`src/core/pag_pkg.sv`:
```
package pag_pkg;
	// ****************************************
	// register map
	// ****************************************
	localparam logic [2:0] PAG_ADDR_PIN_LEVEL = 3'h0;
	localparam logic [2:0] PAG_ADDR_OUTPUT_LATCH = 3'h1;
	localparam logic [2:0] PAG_ADDR_PIN_DIRECTION = 3'h2;
	localparam logic [2:0] PAG_ADDR_ANALOG_LOW = 3'h3;
	localparam logic [2:0] PAG_ADDR_ANALOG_HIGH = 3'h4;
	localparam logic [2:0] PAG_ADDR_OSC_MODE = 3'h5;
	localparam logic [2:0] PAG_ADDR_CAPTURE = 3'h6;

	// ****************************************
	// reset values
	// ****************************************
	localparam logic [7:0] PAG_RST_LATCH = 8'h00;
	localparam logic [7:0] PAG_RST_DIRECTION = 8'hFF;
	localparam logic [7:0] PAG_RST_ANALOG_LOW = 8'hFF;
	localparam logic [7:0] PAG_RST_ANALOG_HIGH = 8'h01;
	localparam logic [7:0] PAG_ANALOG_HIGH_MASK = 8'h01;

	// ****************************************
	// field positions and timing
	// ****************************************
	localparam int PAG_PIN_CAPTURE_INPUT_ONE = 2;
	localparam int PAG_PIN_CAPTURE_INPUT_TWO = 3;
	localparam int PAG_PIN_CAPTURE_INPUT_THREE = 4;
	localparam int PAG_PIN_SCHMITT = 4;
	localparam int PAG_PIN_SIX = 6;
	localparam int PAG_PIN_SEVEN = 7;
	localparam int PAG_CYCLE_DIV = 4;
	localparam int PAG_HALF_DIV = PAG_CYCLE_DIV / 2;
	localparam int PAG_SCHMITT_LEN = 3;

	// ****************************************
	// oscillator modes
	// ****************************************
	typedef enum logic [2:0] {
		PAG_OSC_XT = 3'h0,
		PAG_OSC_HS = 3'h1,
		PAG_OSC_LP = 3'h2,
		PAG_OSC_RC = 3'h3,
		PAG_OSC_RC_IO = 3'h4,
		PAG_OSC_INT_ONE = 3'h5,
		PAG_OSC_INT_IO_TWO = 3'h6,
		PAG_OSC_EC = 3'h7
	} pag_osc_mode_t;

	localparam logic [2:0] PAG_OSC_EC_IO = 3'h2;

	typedef struct packed {
		logic [2:0] addr;
		logic [7:0] wdata;
		logic wr;
		logic rd;
	} pag_bus_req_t;

	typedef struct packed {
		logic [7:0] level_out;
		logic [7:0] level_oe;
	} pag_pin_drive_t;

	typedef struct packed {
		logic capture_input_one;
		logic capture_input_two;
		logic capture_input_three;
		logic encoder_index_in;
		logic encoder_phase_a_in;
		logic encoder_phase_b_in;
	} pag_periph_in_t;
endpackage

```
`src/core/pag_port.sv`:
```
`timescale 1ns/1ns
module pag_port #(
	parameter int SCHMITT_LEN = pag_pkg::PAG_SCHMITT_LEN
) (
	input wire logic sys_clk,
	input wire logic rst_b,
	input wire pag_pkg::pag_bus_req_t bus_req,
	output logic [7:0] bus_rdata,
	input wire logic [2:0] osc_mode,
	input wire logic ec_with_io,
	input wire logic [7:0] pin_in,
	output logic [7:0] pin_out,
	output logic [7:0] pin_oe,
	output pag_pkg::pag_periph_in_t periph_in,
	output logic [7:0] analog_enable
);
	// ****************************************
	// state
	// ****************************************
	typedef struct packed {
		logic [7:0] output_latch;
		logic [7:0] pin_direction;
		logic [7:0] analog_select_low;
		logic [7:0] analog_select_high;
		logic [7:0] rdata;
		logic [7:0] pin_sample;
		logic [2:0] schmitt_hist;
		logic [2:0] cap_hist_a;
		logic [2:0] cap_hist_b;
		logic [2:0] cap_hist_c;
		logic [1:0] div_cnt;
		logic cycle_clk;
		logic schmitt_state;
		pag_pkg::pag_periph_in_t periph;
	} pag_state_t;

	pag_state_t st;
	pag_state_t next_st;

	logic pin6_io;
	logic pin7_io;
	logic pin6_clk;
	logic [7:0] io_mask;
	logic [7:0] dig_level;

	// a Schmitt buffer is modelled as a hysteresis filter: it flips
	// only when the last samples all agree, so slow edges do not chatter
	function automatic logic pag_schmitt(input logic [2:0] hist,
		input logic cur);
		if (&hist) begin
			pag_schmitt = 1'b1;
		end else if (~|hist) begin
			pag_schmitt = 1'b0;
		end else begin
			pag_schmitt = cur;
		end
	endfunction

	// ****************************************
	// oscillator pin use
	// ****************************************
	always_comb begin
		pin6_io = (osc_mode == pag_pkg::PAG_OSC_RC_IO) ||
			(osc_mode == pag_pkg::PAG_OSC_INT_IO_TWO) ||
			(osc_mode == pag_pkg::PAG_OSC_EC && ec_with_io);
		pin6_clk = (osc_mode == pag_pkg::PAG_OSC_RC) ||
			(osc_mode == pag_pkg::PAG_OSC_INT_ONE) ||
			(osc_mode == pag_pkg::PAG_OSC_EC && !ec_with_io);
		pin7_io = (osc_mode == pag_pkg::PAG_OSC_INT_ONE) ||
			(osc_mode == pag_pkg::PAG_OSC_INT_IO_TWO);
		io_mask = {pin7_io, pin6_io, 6'h3F};
	end

	// ****************************************
	// input path
	// ****************************************
	always_comb begin
		// pins 7 and 6 have no analog channel, so only 5:0 are gated
		dig_level = st.pin_sample &
			~{2'h0, st.analog_select_low[5:0]};
		dig_level[pag_pkg::PAG_PIN_SCHMITT] = st.schmitt_state &
			~st.analog_select_low[pag_pkg::PAG_PIN_SCHMITT];
		dig_level = dig_level & io_mask;
	end

	// ****************************************
	// next state
	// ****************************************
	always_comb begin
		next_st = st;
		next_st.pin_sample = pin_in;
		next_st.schmitt_hist = {st.schmitt_hist[1:0],
			pin_in[pag_pkg::PAG_PIN_SCHMITT]};
		next_st.schmitt_state = pag_schmitt(st.schmitt_hist,
			st.schmitt_state);
		next_st.cap_hist_a = {st.cap_hist_a[1:0],
			pin_in[pag_pkg::PAG_PIN_CAPTURE_INPUT_ONE]};
		next_st.cap_hist_b = {st.cap_hist_b[1:0],
			pin_in[pag_pkg::PAG_PIN_CAPTURE_INPUT_TWO]};
		next_st.cap_hist_c = {st.cap_hist_c[1:0],
			pin_in[pag_pkg::PAG_PIN_CAPTURE_INPUT_THREE]};
		// blocked inputs hold low so the capture logic sees no edges
		next_st.periph.capture_input_one = pag_schmitt(st.cap_hist_a,
			st.periph.capture_input_one) &
			~st.analog_select_low[pag_pkg::PAG_PIN_CAPTURE_INPUT_ONE];
		next_st.periph.capture_input_two = pag_schmitt(st.cap_hist_b,
			st.periph.capture_input_two) &
			~st.analog_select_low[pag_pkg::PAG_PIN_CAPTURE_INPUT_TWO];
		next_st.periph.capture_input_three = pag_schmitt(st.cap_hist_c,
			st.periph.capture_input_three) &
			~st.analog_select_low[pag_pkg::PAG_PIN_CAPTURE_INPUT_THREE];
		next_st.periph.encoder_index_in =
			next_st.periph.capture_input_one;
		next_st.periph.encoder_phase_a_in =
			next_st.periph.capture_input_two;
		next_st.periph.encoder_phase_b_in =
			next_st.periph.capture_input_three;

		// cycle clock: toggles every half period of osc/4
		if (st.div_cnt == 2'(pag_pkg::PAG_HALF_DIV - 1)) begin
			next_st.div_cnt = 2'h0;
			next_st.cycle_clk = ~st.cycle_clk;
		end else begin
			next_st.div_cnt = st.div_cnt + 2'h1;
		end

		if (bus_req.wr) begin
			unique case (bus_req.addr)
				pag_pkg::PAG_ADDR_PIN_LEVEL,
				pag_pkg::PAG_ADDR_OUTPUT_LATCH: begin
					next_st.output_latch = bus_req.wdata;
				end
				pag_pkg::PAG_ADDR_PIN_DIRECTION: begin
					next_st.pin_direction = bus_req.wdata;
				end
				pag_pkg::PAG_ADDR_ANALOG_LOW: begin
					next_st.analog_select_low = bus_req.wdata;
				end
				pag_pkg::PAG_ADDR_ANALOG_HIGH: begin
					next_st.analog_select_high = bus_req.wdata &
						pag_pkg::PAG_ANALOG_HIGH_MASK;
				end
				default: begin
				end
			endcase
		end

		next_st.rdata = 8'h00;
		if (bus_req.rd) begin
			unique case (bus_req.addr)
				pag_pkg::PAG_ADDR_PIN_LEVEL: begin
					next_st.rdata = dig_level;
				end
				pag_pkg::PAG_ADDR_OUTPUT_LATCH: begin
					next_st.rdata = st.output_latch & io_mask;
				end
				pag_pkg::PAG_ADDR_PIN_DIRECTION: begin
					next_st.rdata = st.pin_direction & io_mask;
				end
				pag_pkg::PAG_ADDR_ANALOG_LOW: begin
					next_st.rdata = st.analog_select_low;
				end
				pag_pkg::PAG_ADDR_ANALOG_HIGH: begin
					next_st.rdata = st.analog_select_high;
				end
				pag_pkg::PAG_ADDR_OSC_MODE: begin
					next_st.rdata = {4'h0, ec_with_io, osc_mode};
				end
				pag_pkg::PAG_ADDR_CAPTURE: begin
					next_st.rdata = {2'h0, st.periph};
				end
				default: begin
					next_st.rdata = 8'h00;
				end
			endcase
		end
	end

	always_ff @(posedge sys_clk or negedge rst_b) begin
		if (!rst_b) begin
			st <= '0;
			st.output_latch <= pag_pkg::PAG_RST_LATCH;
			st.pin_direction <= pag_pkg::PAG_RST_DIRECTION;
			st.analog_select_low <= pag_pkg::PAG_RST_ANALOG_LOW;
			st.analog_select_high <= pag_pkg::PAG_RST_ANALOG_HIGH;
		end else begin
			st <= next_st;
		end
	end

	// ****************************************
	// pin drivers
	// ****************************************
	always_comb begin
		// analog selection does not gate the output driver
		pin_out = st.output_latch;
		pin_oe = ~st.pin_direction & io_mask;
		if (pin6_clk) begin
			pin_out[pag_pkg::PAG_PIN_SIX] = st.cycle_clk;
			pin_oe[pag_pkg::PAG_PIN_SIX] = 1'b1;
		end
	end

	assign bus_rdata = st.rdata;
	assign periph_in = st.periph;
	assign analog_enable = st.analog_select_low;

	// ****************************************
	// checks
	// ****************************************
	out_latch_drive_a: assert property (
		@(posedge sys_clk) disable iff (!rst_b)
		!st.pin_direction[0] |->
		pin_oe[0] && pin_out[0] == st.output_latch[0])
		else $error("output pin not driven from latch");

	analog_read_zero_a: assert property (
		@(posedge sys_clk) disable iff (!rst_b)
		(bus_req.rd && bus_req.addr == pag_pkg::PAG_ADDR_PIN_LEVEL &&
		st.analog_select_low[1]) |=> !bus_rdata[1])
		else $error("analog pin read nonzero");

	reset_analog_a: assert property (
		@(posedge sys_clk)
		$rose(rst_b) |-> analog_enable == pag_pkg::PAG_RST_ANALOG_LOW)
		else $error("analog select not default after reset");

	cap_block_a: assert property (
		@(posedge sys_clk) disable iff (!rst_b)
		st.analog_select_low[pag_pkg::PAG_PIN_CAPTURE_INPUT_ONE] |=>
		!periph_in.capture_input_one)
		else $error("capture input not blocked");

	schmitt_hold_a: assert property (
		@(posedge sys_clk) disable iff (!rst_b)
		(st.schmitt_hist != 3'h7 && st.schmitt_hist != 3'h0) |=>
		$stable(st.schmitt_state))
		else $error("schmitt input switched without agreement");

	pin6_io_a: assert property (
		@(posedge sys_clk) disable iff (!rst_b)
		(!pin6_io && !pin6_clk) |-> !pin_oe[pag_pkg::PAG_PIN_SIX])
		else $error("pin six driven outside io mode");

	cycle_clk_a: assert property (
		@(posedge sys_clk) disable iff (!rst_b)
		($rose(st.cycle_clk) && pin6_clk) |-> ##2 $fell(st.cycle_clk))
		else $error("cycle clock not osc over four");

	pin7_io_a: assert property (
		@(posedge sys_clk) disable iff (!rst_b)
		!pin7_io |-> !pin_oe[pag_pkg::PAG_PIN_SEVEN])
		else $error("pin seven driven in external osc mode");

	osc_dir_a: assert property (
		@(posedge sys_clk) disable iff (!rst_b)
		pin6_clk |-> pin_oe[pag_pkg::PAG_PIN_SIX])
		else $error("clock pin direction followed direction bit");

	upper_zero_a: assert property (
		@(posedge sys_clk) disable iff (!rst_b)
		(bus_req.rd && !pin7_io && bus_req.addr <= 3'h2) |=> !bus_rdata[7])
		else $error("pin seven bits not read as zero");

	latch_write_a: assert property (
		@(posedge sys_clk) disable iff (!rst_b)
		(bus_req.wr && bus_req.addr == pag_pkg::PAG_ADDR_PIN_LEVEL) |=>
		st.output_latch == $past(bus_req.wdata))
		else $error("pin level write missed latch");
endmodule

```
`config.mk`:
```
export PLATFORM = sky130hd
export DESIGN_NAME = pag_port
export DESIGN_NICKNAME = d
export VERILOG_FILES = /design/src/core/pag_pkg.sv /design/src/core/pag_port.sv
export SDC_FILE = /design/constraint.sdc
export NUM_CORES = 1
export LEC_CHECK = 0
export BUFFER_PORTS_ARGS = -buffer_cell sky130_fd_sc_hd__buf_2
export CAP_MARGIN = 0
export CORE_MARGIN = 5
export CORE_UTILIZATION = 45
export CTS_CLUSTER_SIZE = 12
export DETAILED_ROUTE_END_ITERATION = 7
export PLACE_DENSITY = 0.69
export SKIP_LAST_GASP = 1
export SLEW_MARGIN = 20
export SYNTH_ARGS = -nofsm -noshare
export SYNTH_HDL_FRONTEND = slang
export SYNTH_SLANG_ARGS = --single-unit
```
`constraint.sdc`:
```
create_clock -name sys_clk -period 3.3 [get_ports sys_clk]
set_input_delay 0.165 -clock sys_clk [delete_from_list [all_inputs] [get_ports sys_clk]]
set_output_delay 0.165 -clock sys_clk [all_outputs]
set_load 0.01 [all_outputs]
```
== Word-level counts from Yosys, hierarchy flattened ==
Cells that the tools add are included.
Word-level totals
  output and inout bits: 38
  register bits after elaboration: 60
  word-level logic and storage cells: 80
  input port bits: 27
Cells by class
  add/sub/neg operators: 1
  reduce and logical (&&, ||, !) cells: 22
  eq/ne operators: 13
  bitwise logic cells: 15
  multiplexer cells: 13
Operators with widths (count)
  8-bit one-hot mux with 7 select lines: 1
  8-bit AND: 5
  3-bit equality test, second input constant: 7
  3-bit AND reduction: 4
  3-bit OR reduction: 4
  1-bit two-way mux: 10
  3-bit by 2-bit equality test with 1-bit output, second input constant: 3
  8-bit two-way mux: 1
  6-bit inverter with 8-bit output: 1
  8-bit inverter: 1
  2-bit AND reduction: 4
  1-bit logical OR: 5
  1-bit AND: 4
  1-bit inverter: 4
  3-bit by 1-bit equality test with 1-bit output, second input constant: 1
  3-bit logical NOT: 1
  2-bit by 1-bit adder with 2-bit output, second input constant: 1
  2-bit by 1-bit equality test with 1-bit output, second input constant: 1
  1-bit logical AND: 2
  2-bit two-way mux: 1
  2-bit inequality test, second input constant: 1
  2-bit OR reduction: 1
  1-bit logical NOT: 1

== Depth between registers and ports, before layout ==
  depth in word-level cells: 6
  depth in mapped cells: 5
  mapped depth without buffers: 3

== Worst setup path after synthesis ==
Ideal clock, no wire load.
  path kind: input-to-reg
  from: input port bus_req[11] (netlist bit)
  to: register st (netlist bit pin_out[0])
  setup time: 0.125 ns
  required time: 3.175 ns
  buffers on the path: 1
  path slack: 2.110 ns
  arrival time: 1.065 ns
  stages: 3
  cell sequence: buf_6 nor3b_2 mux2_2
On the way
  cells in the longest elaborated chain, start to end: 3
  elaborated cells between the ends (all ways): 4
  those cells by class: 1 x eq/ne; 3 x reduce/logical
RTL lines
  from (decl): RTL line pag_port.sv:7  | input wire pag_pkg::pag_bus_req_t bus_req,
  3-bit by 1-bit equality test with 1-bit output / 3-bit logical NOT (equally long branches): RTL line pag_port.sv:128  | unique case (bus_req.addr)
  2-bit OR reduction *: RTL line pag_port.sv:128
  2-bit AND reduction (no source line) *
  to (signal assigned): RTL line pag_port.sv:187  | st <= next_st;
  to (decl): RTL line pag_port.sv:37  | pag_state_t st;
Mark *: on every way between the ends. The rest lies on a longest branch, timed or not.
A chain may end at the register's enable or synchronous reset.

== Final worst setup path ==
  from: register st[7] (netlist bit)
  to: output port pin_out[6]
On the way
  cells in the longest elaborated chain, start to end: 1
RTL lines
  1-bit two-way mux: RTL line pag_port.sv:198  | if (pin6_clk) begin
  to (decl): RTL line pag_port.sv:12  | output logic [7:0] pin_out,
No other way between the ends.

==> results.cfg <==
[logic_synthesis]
syn_inst = 218
yosys.area_share.simple_pct = 9.89
synthXorXnorAreaFrac_pct = 0.669
synth_cell_type_count = 41
syn_nets = 245
synth_top_family_by_area = multiplexers
syn_area_per_cell_sq_um = 12.0
yosys.area_share.adder_pct = 0
yosysSeqAreaShare_pct = 52.4
syn-cell-area_sq_um = 2620
synth_compound_area_share_pct = 10.2
synth_top_area_cell = dfrtp_1
yosys-top-cells-area = dfrtp_1 (35%), dfstp_2 (17%), mux2_2 (12%)
yosys-mux-area-fraction_pct = 14.8
yosysWarnings = 0
ys_ff_latch = 54
synth.top_cell.area_share_pct = 35.4

[global_route]
grt_usage_pct = 15.3
grt-ovfl-total = 0
grt_pass1_vias = 1769
grt_start_max_net_pins = 29
grt_antenna_before_repair = 0
grt_pass1_wl_microns = 8910

[timing]
fin_crit_sh_pct = 43.7
fmax_ghz = 0.694
tightestPinTransition_ns = 0.852
finalHoldViolCount = 0
slew_headroom_pct = 42.9
rsz0062_at_grt = false
fin_tns_setup_ns = 0
setup_violations = 0
finClkSkew_ns = 0.0136
min_period_ns = 1.44
slew_viol_final = 0

[critical_path]
crit_family = compound AO/OA/AOI/OAI gates
startpoint = st[7]$_DFFE_PN0P_
rr_worst_depth = 3
critPathBufInv = 2
critPathArrivalTime_ns = 1.28
slowest_stage = dfrtp_1
crit_cells = 4
crit_path_end = pin_out[6]
crit_fanout = 2
crit_chain = inv_1 > a211o_1 > a21oi_1 > buf_2
worst-setup-path-type = reg2out
max_stage_delay_ns = 0.33
rrSetupSlack_ns = 1.89
timing.rr.start = analog_enable[1]$_DFFE_PN1P_
start_kind = flip-flop
end_kind = output port
required_ns = 3.13
regToRegEndpoint = bus_rdata[1]$_DFF_PN0_

[clocking]
cts_setup_buffers = 0
cts_buffers = 5
clkTransAtPathRegs_ns = 0.10
clk_latency_ns = 0.32
cts_tree = yes
cts-htree-levels = 2
clockBufferDepth = 2
cts_sinks = 54
root_buffer = clkbuf_8
ctsResizeCount = 0

[layout]
final_nets = 289
regArea_sq_um = 1370
fin_util_pct = 52.7
multiInputGateArea_sq_um = 931
antenna_cells = 0
final_cell_count_no_fill = 335
mostFrequentLayoutCells = buf_2 (64), dfrtp_1 (37), mux2_2 (29), dfstp_2 (17), a21oi_1 (12)
layout_commonest_cell = buf_2
fillers = 509
area_delta_synth_final_pct = 12.3
drive_gt1_share_pct = 46.8
finish.instance_area_sq_um = 2940

[routing]
route.detailed.drc = 0
drtIter0Drc = 89
firstDrtPassIters = 4
detail-route-antenna-nets = 0
vias = 1725
routed_wirelength_microns = 5420
drt-vias-per-instance = 5.15
wl_per_cell_microns = 16.2

[place]
place_inst = 318
place.gp.congestion = 0.809
place_area_sq_um = 2760
portBuffers = 64
hpwl_microns = 3900

[pwr]
powerDensity_nw_per_um2 = 537
peakVddDrop_uv = 267
power_mw = 1.58
total_leakage_power_nw = 1.36

[die]
die_h_microns = 86.3
io_pins = 65
core_sq_um = 5570
row_count = 27
start_util_pct = 47.0
chipWidth_microns = 86.3
fp.dieArea_sq_um = 7440

[status]
outcome = finished clean

[run]
maxCapViolations = 0

[worst_hold_path]
hold_path_class = in2reg
==> worst reg2reg max path, delay by kind of cell (launching register included) <==
| kind | cells | cell delay (ns) |
|---|---|---|
| AO/OA/AOI/OAI | 1 | 0.50 |
| flip-flops | 1 | 0.56 |
| AND/OR/NAND/NOR | 2 | 0.20 |
==> layer usage <==
metal,up-vias,GRT usage (%),part of all wire (%)
met1,841,19.6,43
met3,8,4.47,5.7
met4,0,4.82,1.5
met5,-,0,0
met2,41,25.1,50
li1,835,-,-
==> synth_stat cells <==
library cell / count
a2111oi_0: 3
o2bb2ai_1: 2
inv_1: 10
and4_1: 1
a211o_1: 1
nor2b_1: 4
or3b_1: 1
nor3b_1: 3
dfrtp_1: 37
and3_1: 2
xnor2_1: 2
a221oi_1: 1
clkbuf_1: 2
nor4bb_1: 1
buf_2: 2
o211ai_1: 2
mux2i_1: 6
a22o_1: 2
nand3_1: 4
nor2_1: 4
a21o_1: 5
or4b_1: 2
inv_2: 1
a32oi_1: 1
buf_6: 2
mux2_2: 29
a221o_1: 1
a21oi_1: 12
buf_4: 31
nor3b_2: 1
a22oi_1: 1
nor3_1: 1
o21ai_0: 7
nor4b_2: 1
nand3b_1: 2
dfstp_2: 17
nor3_4: 1
a211oi_1: 2
nand3_2: 1
nand2b_1: 2
nand2_1: 8
==> cell families (layout without fill, tap and decap cells) <==
group | Yosys count | count (layout)
DFF | 54 | 54
AOI/OAI and AO/OA | 40 | 40
muxes | 35 | 35
buffers and inverters | 48 | 93
xor gates and xnor gates | 2 | 2
and+or+nand+nor | 39 | 39
==> state kept, by name, summed over array words and instances, names as in the netlist <==
name	cells
pin_out	7
st	22
bus_rdata	8
analog_enable	8
periph_in	3
next_st	6
==> metrics by stage <==
stage / setup slack [ns] / hold slack [ns]
final: 1.86 / 0.110
after global routing: 1.76 / 0.110
after global placement: 1.57 / 0.202
after CTS: 1.85 / 0.107
after detailed placement: 1.55 / 0.213
after floorplan: 2.11 / -0.131
==> layout make-up <==
type                    instances  area share (%)
repair buffers                 74            14.2
inverters                      11            1.40
flip-flops and latches         54            46.7
well taps                      72            3.07
clock buffers                   6            2.47
clock inverters                 2           0.468
multi-input cells             116            31.7
==> power by group <==
group	switching [mW]	internal, mW
Combinational	0.172	0.177
Sequential	0.0792	0.787
Clock	0.213	0.150
==> worst min-delay path by stage <==
| stage | startpoint | end | slack [ns] | cells past startpoint |
|---|---|---|---|---|
| finish | bus_req[9] | st[61]$_DFFE_PN1P_ | 0.11 | 2 |
| global route | bus_req[3] | st[55]$_DFFE_PN1P_ | 0.11 | 2 |
| CTS | bus_req[4] | pin_out[2]$_DFFE_PN0P_ | 0.11 | 2 |
| detailed placement | rst_b | next_st[11]$_DFF_PN0_ | 0.21 | 1 |
| global placement | rst_b | next_st[11]$_DFF_PN0_ | 0.20 | 1 |
| floorplan | rst_b | bus_rdata[0]$_DFF_PN0_ | -0.13 | 0 |
==> what timing repair did <==
action | in CTS | in global routing
hold buffers | 9 | 0
hold endpoints to repair | 29 | 0
endpoints found under the setup margin | 0 | 0
(Power assumes the default switching activity.)
